## src/urms_pkg.sv

```systemverilog
// Package for the UART receive status and modem status block.
// Assumes one clock domain; shared by the top module and its bench.
package urms_pkg;

	// ----------------------------------------
	// Register byte offsets (word aligned)
	// ----------------------------------------
	localparam logic [4:0] OFS_RX_DATA = 5'h00;
	localparam logic [4:0] OFS_LINE_STATE = 5'h04;
	localparam logic [4:0] OFS_PEER_STATE = 5'h08;
	localparam logic [4:0] OFS_CTRL = 5'h0C;
	localparam logic [4:0] OFS_IRQ_STATUS = 5'h10;
	localparam logic [4:0] OFS_IRQ_MASK = 5'h14;
	localparam logic [4:0] OFS_SHIFT_REG = 5'h18;

	// ----------------------------------------
	// Field positions
	// ----------------------------------------
	localparam int LS_AVAIL_BIT = 0;
	localparam int LS_OVERFLOW_BIT = 1;
	localparam int LS_PARITY_BIT = 2;
	localparam int CTRL_FIFO_EN_BIT = 0;
	localparam int CTRL_PAR_EN_BIT = 1;
	localparam int CTRL_PAR_EVEN_BIT = 2;
	localparam int CTRL_LOOP_BIT = 3;
	localparam int CTRL_LOOP_LSB = 4;
	localparam int IRQ_RX_BIT = 0;
	localparam int IRQ_OVERFLOW_BIT = 1;
	localparam int IRQ_PARITY_BIT = 2;
	localparam int IRQ_PEER_BIT = 3;

	// ----------------------------------------
	// Reset values and sizes
	// ----------------------------------------
	localparam logic [7:0] CTRL_RESET = 8'h00;
	localparam logic [3:0] IRQ_MASK_RESET = 4'h0;
	localparam int RX_FIFO_DEPTH = 16;
	localparam logic [31:0] UNMAPPED_READ = 32'h0000_0000;

endpackage

```

## src/urms_sync.sv

```systemverilog
// Two flip-flop synchroniser for a bus of independent levels.
// Assumes an asynchronous active-low reset; also used to release reset.
module urms_sync #(
	parameter int W = 1,
	parameter logic [W-1:0] RESET_VAL = '0
) (
	input wire logic i_ref_clk,
	input wire logic i_rst_n,
	input wire logic [W-1:0] i_d,
	output logic [W-1:0] o_q
);
	import urms_pkg::*;

	typedef struct packed {
		logic [W-1:0] s1;
		logic [W-1:0] s2;
	} urms_sync_st_t;

	urms_sync_st_t st_q;
	urms_sync_st_t st_d;

	always_comb begin
		st_d.s1 = i_d;
		st_d.s2 = st_q.s1;
	end

	always_ff @(posedge i_ref_clk or negedge i_rst_n) begin
		if (!i_rst_n) begin
			st_q <= {RESET_VAL, RESET_VAL};
		end else begin
			st_q <= st_d;
		end
	end

	assign o_q = st_q.s2;

endmodule

```

## src/urms_top.sv

```systemverilog
// Receive status flags, receive FIFO and modem status for one UART channel.
// Assumes a receiver on the same clock giving one-cycle char pulses,
// and modem inputs that are asynchronous, active low.
module urms_top
	import urms_pkg::*;
#(
	parameter int DEPTH = urms_pkg::RX_FIFO_DEPTH
) (
	input wire logic i_ref_clk,
	input wire logic i_rst_n,
	input wire logic [4:0] i_avs_address,
	input wire logic i_avs_read,
	input wire logic i_avs_write,
	input wire logic [31:0] i_avs_writedata,
	output logic [31:0] o_avs_readdata,
	output logic o_avs_waitrequest,
	input wire logic i_rx_done,
	input wire logic [7:0] i_rx_data,
	input wire logic i_rx_par_bit,
	input wire logic i_cd_n,
	input wire logic i_ri_n,
	input wire logic i_dsr_n,
	input wire logic i_cts_n,
	output logic o_modem_irq,
	output logic o_irq
);
	import urms_pkg::*;

	localparam int AW = (DEPTH > 1) ? $clog2(DEPTH) : 1;
	localparam logic [AW:0] DEPTH_CNT = (AW + 1)'(DEPTH);
	localparam logic [AW:0] ONE_CNT = (AW + 1)'(1);

	// ----------------------------------------
	// Reset release and input synchronisers
	// ----------------------------------------
	logic rst_n;
	logic [3:0] peer_n_sync;

	urms_sync #(
		.W(1),
		.RESET_VAL(1'b0)
	) u_rst_sync (
		.i_ref_clk(i_ref_clk),
		.i_rst_n(i_rst_n),
		.i_d(1'b1),
		.o_q(rst_n)
	);

	// Idle modem lines are high, so start synchronisers high
	urms_sync #(
		.W(4),
		.RESET_VAL(4'hF)
	) u_peer_sync (
		.i_ref_clk(i_ref_clk),
		.i_rst_n(rst_n),
		.i_d({i_cd_n, i_ri_n, i_dsr_n, i_cts_n}),
		.o_q(peer_n_sync)
	);

	// ----------------------------------------
	// State
	// ----------------------------------------
	typedef struct packed {
		logic ack;
		logic [31:0] rdata;
		logic [DEPTH-1:0][8:0] mem;
		logic [AW-1:0] wr_ptr;
		logic [AW-1:0] rd_ptr;
		logic [AW:0] cnt;
		logic [7:0] shift_reg;
		logic overflow;
		logic parity;
		logic head_ack;
		logic [7:0] ctrl;
		logic [3:0] prev;
		logic primed;
		logic [3:0] peer_change_bits;
		logic [3:0] sts;
		logic [3:0] mask;
	} urms_st_t;

	urms_st_t st_q;
	urms_st_t st_d;

	logic fifo_en;
	logic loopback;
	logic [AW:0] cap;
	logic full;
	logic par_bad;
	logic push;
	logic pop;
	logic [3:0] peer_levels;
	logic [3:0] delta;
	logic par_view;
	logic [7:0] line_state_flags;
	logic [7:0] peer_signal_state;
	logic req_new;
	logic rd_line;
	logic rd_peer;
	logic [3:0] ev;

	always_comb begin
		fifo_en = st_q.ctrl[CTRL_FIFO_EN_BIT];
		loopback = st_q.ctrl[CTRL_LOOP_BIT];
		// Without FIFO mode the holding register is a one-deep FIFO
		cap = fifo_en ? DEPTH_CNT : ONE_CNT;
		full = (st_q.cnt >= cap);
		par_bad = st_q.ctrl[CTRL_PAR_EN_BIT] & ((^{i_rx_data, i_rx_par_bit}) ^ ~st_q.ctrl[CTRL_PAR_EVEN_BIT]);
		push = i_rx_done & ~full;
		// Loop bits 7..4 stand in for CD, RI, DSR, CTS
		peer_levels = loopback ? st_q.ctrl[CTRL_LOOP_LSB +: 4] : ~peer_n_sync;
		delta = st_q.primed ? (peer_levels ^ st_q.prev) : 4'h0;
		// FIFO mode reports the head entry, acknowledged once per head
		par_view = fifo_en ? ((st_q.cnt != '0) & st_q.mem[st_q.rd_ptr][8] & ~st_q.head_ack) : st_q.parity;
		line_state_flags = 8'h00;
		line_state_flags[LS_AVAIL_BIT] = (st_q.cnt != '0);
		line_state_flags[LS_OVERFLOW_BIT] = st_q.overflow;
		line_state_flags[LS_PARITY_BIT] = par_view;
		peer_signal_state = {peer_levels, st_q.peer_change_bits};
		// Side effects fire once, on the first cycle of a request
		req_new = (i_avs_read | i_avs_write) & ~st_q.ack;
		rd_line = req_new & i_avs_read & (i_avs_address == OFS_LINE_STATE);
		rd_peer = req_new & i_avs_read & (i_avs_address == OFS_PEER_STATE);
		pop = req_new & i_avs_read & (i_avs_address == OFS_RX_DATA) & (st_q.cnt != '0);
	end

	// ----------------------------------------
	// Next state
	// ----------------------------------------
	always_comb begin
		st_d = st_q;
		ev = 4'h0;
		st_d.ack = req_new;
		st_d.primed = 1'b1;
		st_d.prev = peer_levels;

		// Bus read data, captured on the same edge that drops waitrequest
		if (req_new && i_avs_read) begin
			case (i_avs_address)
				OFS_RX_DATA: st_d.rdata = {24'h00_0000, st_q.mem[st_q.rd_ptr][7:0]};
				OFS_LINE_STATE: st_d.rdata = {24'h00_0000, line_state_flags};
				OFS_PEER_STATE: st_d.rdata = {24'h00_0000, peer_signal_state};
				OFS_CTRL: st_d.rdata = {24'h00_0000, st_q.ctrl};
				OFS_IRQ_STATUS: st_d.rdata = {28'h000_0000, st_q.sts};
				OFS_IRQ_MASK: st_d.rdata = {28'h000_0000, st_q.mask};
				OFS_SHIFT_REG: st_d.rdata = {24'h00_0000, st_q.shift_reg};
				default: st_d.rdata = UNMAPPED_READ;
			endcase
		end

		// Software writes
		if (req_new && i_avs_write) begin
			case (i_avs_address)
				OFS_CTRL: st_d.ctrl = i_avs_writedata[7:0];
				OFS_IRQ_MASK: st_d.mask = i_avs_writedata[3:0];
				default: st_d.ctrl = st_q.ctrl;
			endcase
		end

		// Receive path
		if (i_rx_done) begin
			st_d.shift_reg = i_rx_data;
		end
		if (rd_line) begin
			st_d.overflow = 1'b0;
			st_d.parity = 1'b0;
			st_d.head_ack = 1'b1;
		end
		if (pop) begin
			st_d.rd_ptr = st_q.rd_ptr + 1'b1;
			st_d.head_ack = 1'b0;
		end
		if (push) begin
			st_d.mem[st_q.wr_ptr] = {par_bad, i_rx_data};
			st_d.wr_ptr = st_q.wr_ptr + 1'b1;
			st_d.parity = par_bad;
			ev[IRQ_RX_BIT] = 1'b1;
			ev[IRQ_PARITY_BIT] = par_bad;
			// An empty FIFO gets a fresh head; its flag is not yet seen
			if (st_q.cnt == '0) begin
				st_d.head_ack = 1'b0;
			end
		end
		if (i_rx_done && full) begin
			st_d.overflow = 1'b1;
			ev[IRQ_OVERFLOW_BIT] = 1'b1;
		end
		case ({push, pop})
			2'b10: st_d.cnt = st_q.cnt + ONE_CNT;
			2'b01: st_d.cnt = st_q.cnt - ONE_CNT;
			default: st_d.cnt = st_q.cnt;
		endcase

		// Change bits: a change in the reading cycle survives the clear
		st_d.peer_change_bits = (st_q.peer_change_bits & ~{4{rd_peer}}) | delta;
		ev[IRQ_PEER_BIT] = |delta;

		// Interrupt status: write one to clear, a new event wins
		if (req_new && i_avs_write && (i_avs_address == OFS_IRQ_STATUS)) begin
			st_d.sts = st_q.sts & ~i_avs_writedata[3:0];
		end
		st_d.sts = st_d.sts | ev;
	end

	always_ff @(posedge i_ref_clk or negedge rst_n) begin
		if (!rst_n) begin
			st_q <= '0;
			st_q.ctrl <= CTRL_RESET;
			st_q.mask <= IRQ_MASK_RESET;
		end else begin
			st_q <= st_d;
		end
	end

	// ----------------------------------------
	// Outputs
	// ----------------------------------------
	assign o_avs_waitrequest = (i_avs_read | i_avs_write) & ~st_q.ack;
	assign o_avs_readdata = st_q.rdata;
	assign o_modem_irq = |st_q.peer_change_bits;
	assign o_irq = |(st_q.sts & st_q.mask);
endmodule
```

## config.mk

```make
export PLATFORM = sky130hd
export DESIGN_NAME = urms_top
export DESIGN_NICKNAME = d
export VERILOG_FILES = /design/src/urms_pkg.sv /design/src/urms_sync.sv /design/src/urms_top.sv
export SDC_FILE = /design/constraint.sdc
export NUM_CORES = 1
export LEC_CHECK = 0
export BUFFER_PORTS_ARGS = -buffer_cell sky130_fd_sc_hd__buf_2
export CAP_MARGIN = 5
export CORE_MARGIN = 4
export CORE_UTILIZATION = 65
export DETAILED_ROUTE_END_ITERATION = 8
export PLACE_DENSITY = 0.86
export SYNTH_ARGS = -nofsm -noshare
export SYNTH_HDL_FRONTEND = slang
export SYNTH_SLANG_ARGS = --single-unit
```

## constraint.sdc

```tcl
create_clock -name i_ref_clk -period 13.9 [get_ports i_ref_clk]
set_input_delay 0.695 -clock i_ref_clk [delete_from_list [all_inputs] [get_ports i_ref_clk]]
set_output_delay 0.695 -clock i_ref_clk [all_outputs]
set_load 0.05 [all_outputs]
```

Yosys cells after proc, flatten, opt, wreduce, memory -nomap -nowiden
Index checks and enable logic that the tools add are counted.
Widths: inputs -> output; s select.
- add/sub/neg operators: 4
- order comparisons: 4
- eq/ne operators: 8
- mux-type cells: 20
- bitwise operators: 25
- reductions and logical operators: 17
- operator list (cell ; number):
    $bwmux 144 ; 1
    $pmux 8 s7 ; 1
    $bmux 9 s4 ; 1
    $demux 9 s4 ; 1
    $mux 9 ; 2
    $eq 5x5->1 const B ; 3
    $and 4x4->4 ; 3
    $mux 4 ; 3
    $not 4->4 ; 3
    $reduce_or 4->1 ; 3
    $and 1x1->1 ; 10
    $eq 5x4->1 const B ; 2
    $logic_not 5->1 ; 2
    $lt 4x5->1 const B ; 2
    $pmux 5 s2 ; 1
    $reduce_xor 9->1 ; 1
    $add 4x1->4 const B ; 2
    $or 4x4->4 ; 2
    $mux 1 ; 7
    $reduce_bool 2->1 ; 3
    $add 5x1->5 const B ; 1
    $eq 5x3->1 const B ; 1
    $ge 5x5->1 ; 1
    $logic_and 1x1->1 ; 5
    other kinds (13) ; 17
- flip-flop bits (word level): 236
- bits of input ports: 55
- output and inout port bits: 35
- logic and storage cells: 113

Logic depth before layout (Yosys ltp)
Gate-level depths: netlist of run 1.
- depth after elaboration: 8
- mapped depth: 17
- mapped depth without buffers: 14

Modules after synthesis
Synthesis of run 1 repeated with hierarchy kept, for this count alone.
- cells, all modules: 751
- area, all modules: 10426.2 um2
- by module, submodules not included (module ; times used ; cells an instance ; area each (um2) ; seq. area each (um2)):
    urms_top ; 1 ; 741 ; 10166.0 ; 5054.8
    urms_sync (u_peer_sync) ; 1 ; 8 ; 210.2 ; 210.2
    urms_sync (u_rst_sync) ; 1 ; 2 ; 50.0 ; 50.0

Least setup slack after synthesis of run 1
OpenSTA, ideal clock, no wires.
- path kind: input to register
- start point: input i_avs_address[4]
- end point: register st_q[40] (netlist bit)
- data arrival time: 3.228 ns
- required time: 13.821 ns
- setup slack: 10.593 ns
- stages on the path: 13
- path buffers: 1
- cell sequence: or3_1 > nor4_4 > nand2_1 > inv_1 > ha_1 > clkbuf_1 > xor2_1 > ha_1 > nor4bb_1 > a21oi_1 > o22a_1 > nor2_1 > xor2_1
- cells in the longest elaborated chain, start to end: 5
- elaborated cells on any way between the ends: 7
- those cells by class: eq/ne: 2; mux: 1; bitwise: 2; reduce/logical: 2
- RTL lines (element ; line ; source):
    from (decl) ; urms_top.sv:11 ; input wire logic [4:0] i_avs_address,
    $logic_not 5->1 (*) ; urms_top.sv:124 ; pop = req_new & i_avs_read & (i_avs_address == OFS_RX_DATA) & (st_q.cnt != '0);
    $and 1x1->1 (*) (2 in series) ; urms_top.sv:124 ;
    named net pop ; urms_top.sv:91 ; logic pop;
    $eq 2x1->1 or $eq 2x2->1 (tied branches) ; urms_top.sv:188 ; case ({push, pop})
    $pmux 5 s2 or $reduce_bool 2->1 (tied branches) ; - ;
    to (signal assigned) ; urms_top.sv:211 ; st_q <= st_d;
    to (decl) ; urms_top.sv:82 ; urms_st_t st_q;
The timed path passes the listed nets; every way through them passes the cells marked *.
A chain may end at the register's enable or synchronous reset.

Worst setup path in the final report of run 1
- start point: register st_q (netlist bit fifo_en)
- end point: register st_q[40] (netlist bit)
- cells in the longest elaborated chain, start to end: 6
- elaborated cells on any way between the ends: 8
- those cells by class: order compare: 1; eq/ne: 2; mux: 2; bitwise: 2; reduce/logical: 1
- RTL lines (element ; line ; source):
    $mux 5 (*) ; urms_top.sv:106 ; cap = fifo_en ? DEPTH_CNT : ONE_CNT;
    $ge 5x5->1 (*) ; urms_top.sv:107 ; full = (st_q.cnt >= cap);
    $not 1->1 (*) ; urms_top.sv:109 ; push = i_rx_done & ~full;
    $and 1x1->1 (*) ; urms_top.sv:109 ;
    $eq 2x1->1 or $eq 2x2->1 (tied branches) ; urms_top.sv:188 ;
    $pmux 5 s2 or $reduce_bool 2->1 (tied branches) ; - ;
Mark *: on every way between the ends. The rest lies on a longest branch, timed or not.

==> results_dict.tcl, run 1 <==
set metrics [dict create \
    fmax_ghz 0.276 \
    drt-met1-wl_mm 9.08 \
    fp.coreArea_um2 15400 \
    drtPass1Iterations 5 \
    yosysSeqAreaShare 0.516 \
    die-area_um2 17900 \
    io_pins 90 \
    wire_per_inst_um 23.4 \
    final_cells 970 \
    die_height_um 134 \
    crit_path_end_kind "flop" \
    first_global_vias 6548 \
    tns_ns 0 \
    synth_edf_count 0 \
    wl_met3_mm 1.67 \
    antenna_found_initial 1 \
    postRouteAntennaNets 0 \
    post-dp-hpwl_mm 14.5 \
    syn_avg_cell_area_um2 14.1 \
    grt_max_degree 88 \
    top_layer "met4" \
    outcome "completed" \
    netlist_area_um2 10300 \
    p_per_area_nw_per_um2 204 \
    nNetsFinal 812 \
    cp_max_fo 25 \
    whs_ns 0.292 \
    drt_iter0_drc 456 \
    die_w_um 134 \
    period_share 0.261 \
    clockRootBuffer "clkbuf_16" \
    arrival_ns 4.05 \
    layout_common_cells "202 x dfrtp_1, 152 x mux2_2, 41 x buf_2, 37 x mux4_2, 30 x nand2_1" \
    clock_sinks 212 \
    clk_pin_slew_ns 0.06 \
    htree_levels 1 \
    fin_ws_ns 10.27 \
    min_period_ns 3.63 \
    finClkSkew_ns 0.00802 \
    wl_met2_mm 11.2 \
    synth_ff_type "dfrtp_1" \
    drive_above_1_share 0.406 \
    place_ws_ns 10.01 \
    grt_usage 0.261 \
    hold_path_class "in2reg" \
    grt_pass1_wl_mm 36.2 \
    cts_tree "built" \
    syn_inst 732 \
    rows 45 \
    tightest_slew_ns 1.05 \
    slew_viol_final 0 \
    synth_seq_cells 212 \
    final_common_cell "dfrtp_1" \
    max-slew-margin-rel 0.297 \
    portBuffers 41 \
    detail_route.wirelength_mm 22.7 \
    gp_congestion 0.911 \
    vias 6211 \
    ys_warn_count 0 \
    area_delta_synth_final_pct 8.25 \
    ir_worst_vdd_v 0.000140 \
    ys_async_sr_fraction 1.00 \
    required_ns 14.32 \
    vias_per_cell 6.40 \
    clk_latency_ns 0.50 \
    cts_buffer_depth 3 \
    overflow 0 \
    report.final.hold_viol_count 0 \
    crit_path_start_kind "flop" \
    p_total_mw 2.28 \
    rsz0062_at_grt "false" \
    diodes 0 \
    worst-setup-path-type "reg2reg" \
    p_leak_nw 5.05 \
    cap_violations 0 \
    numCtsBuffers 22 \
    drc 0 \
    start_util 0.670 \
    ys_types 64 \
    dp_cells 933 \
    setup_viol 0 \
]
-- final cells by class --
| cell class | count | area, um^2 |
|---|---|---|
| Fill cell | 978 | 4220 |
| Timing Repair Buffer | 48 | 260 |
| Multi-Input combinational cell | 448 | 4520 |
| Clock inverter | 3 | 65.1 |
| Sequential cell | 212 | 5320 |
| Clock buffer | 33 | 663 |
| Inverter | 15 | 56.3 |
| Tap cell | 211 | 264 |
-- layer usage --
| metal | vias to the layer above | global-route usage |
|---|---|---|
| li1 | 2645 | - |
| met5 | - | 0 |
| met1 | 3229 | 0.347 |
| met2 | 274 | 0.435 |
| met4 | 0 | 0.0914 |
| met3 | 63 | 0.0510 |
-- power by group --
group	internal, mW	total [mW]	switching, mW
clock network	0.364	0.594	0.231
logic	0.376	0.715	0.339
registers	0.830	0.969	0.138
-- cells in the mapped netlist, types with 2 or more instances --
cell type  instances  area [um^2]
a21bo_2            2         20.0
a21o_1             3         22.5
a21oi_1            8         40.0
a221o_1            2         20.0
a221oi_1           4         35.0
a22o_1            10         87.6
a22oi_1           12         90.1
a32oi_1            3         26.3
and3_1             2         12.5
and3b_1            2         17.5
buf_1              3         11.3
buf_2             15         75.1
buf_4             36          270
buf_6              4         45.0
clkbuf_1          22         82.6
conb_1             2         7.51
dfrtp_1          204         5100
dfstp_2            8          210
ha_1              10          125
inv_1             14         52.6
mux2_2           152         1710
mux2_4             9          135
mux2i_1           13          130
mux4_2            37          833
nand2_1           30          113
nand2b_1           4         25.0
nand3_1            9         45.0
nand3_4           11          193
nand3b_1           3         22.5
nand4_2            4         50.1
nor2_1            15         56.3
nor2b_1            9         56.3
nor3_1             5         25.0
o21ai_0           14         70.1
xnor2_1           13          114
xor2_1            10         87.6
-- logic make-up after synthesis --
family / share of synthesized area
buffers and inverters: 0.0544
xor gates and xnor gates: 0.0217
muxes: 0.273
adders and majority gates: 0.0121
other: 0.000729
DFF: 0.516
AOI/OAI and AO/OA: 0.0524
and+or+nand+nor: 0.0696
-- state kept, by name, indices dropped and copies added (netlist names), 4 cells and up --
register and count:
st_q 187, o_avs_readdata 8, peer_signal_state 4, u_peer_sync.o_q 4, u_peer_sync.st_d 4
-- path summary, 6_finish.rpt --
check | from | endpoint | slack [ns] | depth (start not counted)
setup / recovery | fifo_en | st_q[40] | 10.27 | 15
hold / removal | i_dsr_n | u_peer_sync.st_d[1] | 0.29 | 1
setup reg to reg | fifo_en | st_q[40] | 10.27 | 15
hold reg to reg | u_rst_sync.st_d[0] | u_rst_sync.o_q | 0.35 | 0
max in group asynchronous | u_rst_sync.o_q | st_q[46] | 12.01 | 1
min in group asynchronous | u_rst_sync.o_q | o_avs_readdata[6] | 0.38 | 0
-- critical path, stage by stage, from the launching register on --
cell and delay (ns):
dfrtp_1 0.40, inv_1 0.18, ha_1 0.29, nor4_2 0.16
a21boi_1 0.15, nor3b_4 0.18, buf_4 0.45, inv_1 0.18
ha_1 0.34, xor2_1 0.18, ha_1 0.24, o31ai_1 0.22
a21oi_1 0.10, o22a_1 0.21, nor2_1 0.11, xor2_1 0.16
-- stage by stage --
stage	util	cell area [um^2]
after CTS	0.725	11100
after global placement	0.677	10400
final	0.725	11100
after detailed placement	0.677	10400
after floorplan	-	10400
after global routing	0.725	11100
-- timing repair --
action | CTS | global route
endpoints found under the hold margin | 2 | 0
gates resized for setup | 0 | 0
hold buffers | 1 | 0
buffers inserted | 0 | 0
Note: power is estimated with default switching activity, not from simulation.
==> run 2, diff against run 1 <==
--- a/config.mk
+++ b/config.mk
@@ -8,9 +8,9 @@
 export BUFFER_PORTS_ARGS = -buffer_cell sky130_fd_sc_hd__buf_2
 export CAP_MARGIN = 5
 export CORE_MARGIN = 4
-export CORE_UTILIZATION = 65
+export CORE_UTILIZATION = 54
 export DETAILED_ROUTE_END_ITERATION = 8
-export PLACE_DENSITY = 0.86
+export PLACE_DENSITY = 0.76
 export SYNTH_ARGS = -nofsm -noshare
 export SYNTH_HDL_FRONTEND = slang
 export SYNTH_SLANG_ARGS = --single-unit
==> constraint.sdc (replaced) <==
create_clock -name i_ref_clk -period 3.05 [get_ports i_ref_clk]
set_input_delay 0.1525 -clock i_ref_clk [delete_from_list [all_inputs] [get_ports i_ref_clk]]
set_output_delay 0.1525 -clock i_ref_clk [all_outputs]
set_load 0.05 [all_outputs]
==> run 2 against run 1 <==
Compared with the run above:
- sequential cell count did not move
- fmax rose by 29%
- largest power group unchanged
- global-route usage fell by 4.2 points
==> results_dict.tcl, run 2 (synthesis gave the netlist of run 1 again) <==
set metrics [dict create \
    setup_viol 0 \
    final_cells 1028 \
    finClkSkew_ns 0.00727 \
    report.final.hold_viol_count 0 \
    startpoint "st_q[36]" \
    p_total_mw 10.7 \
    rows 50 \
    gp_congestion 0.937 \
    arrival_ns 3.23 \
    min_period_ns 2.80 \
    post-dp-hpwl_mm 15.5 \
    fmax_ghz 0.357 \
    drtPass1Iterations 4 \
    crit_path_start_kind "flop" \
    vias_per_cell 6.05 \
    required_ns 3.47 \
    io_pins 90 \
    drc 0 \
    numCtsBuffers 23 \
    clk_latency_ns 0.50 \
    fin_util 0.619 \
    slew_viol_final 0 \
    max-slew-margin-rel 0.336 \
    nNetsFinal 843 \
    dp_cells 971 \
    p_leak_nw 5.23 \
    area_delta_synth_final_pct 12.3 \
    die-area_um2 21300 \
    tightest_slew_ns 0.996 \
    hold_start "i_rx_data[0]" \
    postRouteAntennaNets 0 \
    clockRootBuffer "clkbuf_16" \
    drive_above_1_share 0.418 \
    largest_register_ffs 187 \
    cts_tree "built" \
    clk_pin_slew_ns 0.06 \
    overflow 0 \
    drt_iter0_drc 408 \
    first_global_vias 6806 \
    grt_usage 0.220 \
    die_w_um 146 \
    htree_levels 1 \
    crit_path_end_kind "flop" \
    cap_violations 0 \
    antenna_found_initial 0 \
    worst-setup-path-type "reg2reg" \
    wire_per_inst_um 22.4 \
    portBuffers 41 \
    layout_common_cells "201 x dfrtp_1, 152 x mux2_2, 41 x buf_2, 37 x mux4_2, 30 x nand2_1" \
    vias 6221 \
    final_common_cell "dfrtp_1" \
    grt_pass1_wl_mm 37.4 \
    clock_sinks 212 \
    p_per_area_nw_per_um2 928 \
    diodes 0 \
    cp_max_fo 5 \
    grt_max_degree 64 \
    fp.coreArea_um2 18700 \
    start_util 0.551 \
    regMostFlops "st_q" \
    reg2reg_from "st_q[36]" \
    period_share 0.919 \
    whs_ns 0.168 \
    post_cts_buffers 0 \
    detail_route.wirelength_mm 23.0 \
    outcome "completed" \
    ir_worst_vdd_v 0.000387 \
    cts_buffer_depth 3 \
    hold_path_class "in2reg" \
    die_height_um 146 \
]
-- run 2: cell type report --
| class | instances | area [um^2] |
|---|---|---|
| flip-flops and latches | 212 | 5320 |
| well taps | 234 | 293 |
| clock inverters | 9 | 174 |
| inverters | 15 | 56.3 |
| fillers | 1348 | 7140 |
| multi-input cells | 448 | 4530 |
| clock buffers | 32 | 649 |
| repair buffers | 78 | 548 |
-- run 2: worst max-delay path, stage by stage (launching register included) --
cell and delay [ns]:
dfrtp_2 0.41, inv_1 0.06, ha_1 0.29, nor4_2 0.13, a21boi_1 0.14, nor3b_4 0.20, inv_1 0.11, ha_1 0.24
xor2_1 0.18, ha_2 0.24, nor4bb_2 0.21, a21oi_1 0.07, o22a_1 0.20, nor2_1 0.11, xor2_1 0.14
-- run 2: worst paths after layout --
check                             to  slack (ns)  cells past startpoint
setup / recovery            st_q[40]        0.25                     14
hold reg to reg             st_q[48]        0.26                      0
setup reg to reg            st_q[40]        0.25                     14
max in group asynchronous   st_q[41]        1.95                      1
hold / removal             st_q[148]        0.17                      2
min in group asynchronous   st_q[48]        0.26                      0
-- run 2: timing repair --
action | 4_1_cts | 5_1_grt
endpoints found under the hold margin | 23 | 0
hold buffers | 16 | 0
setup endpoints to repair | 0 | 1
gates resized for setup | 0 | 4
-- run 2: per-layer routing --
metal / vias to the layer above / track usage / part of all wire
met5: - / 0 / 0
met1: 3257 / 0.292 / 0.41
met3: 47 / 0.0391 / 0.059
li1: 2702 / - / -
met4: 0 / 0.0649 / 0.027
met2: 215 / 0.374 / 0.50
-- run 2: power by group --
part / switching (mW) / internal (mW)
clock network: 1.10 / 1.91
registers: 0.777 / 3.78
logic: 1.40 / 1.78
-- run 2: per-stage QoR --
| step | setup slack (ns) | instance area, um^2 | setup TNS (ns) |
|---|---|---|---|
| 5_1_grt | -0.00154 | 11600 | -0.00154 |
| 3_5_place_dp | 0.165 | 10600 | 0 |
| 2_1_floorplan | 0.00714 | 10400 | 0 |
| 3_3_place_gp | 0.267 | 10600 | 0 |
| 6_report | 0.246 | 11600 | 0 |
| 4_1_cts | 0.145 | 11600 | 0 |
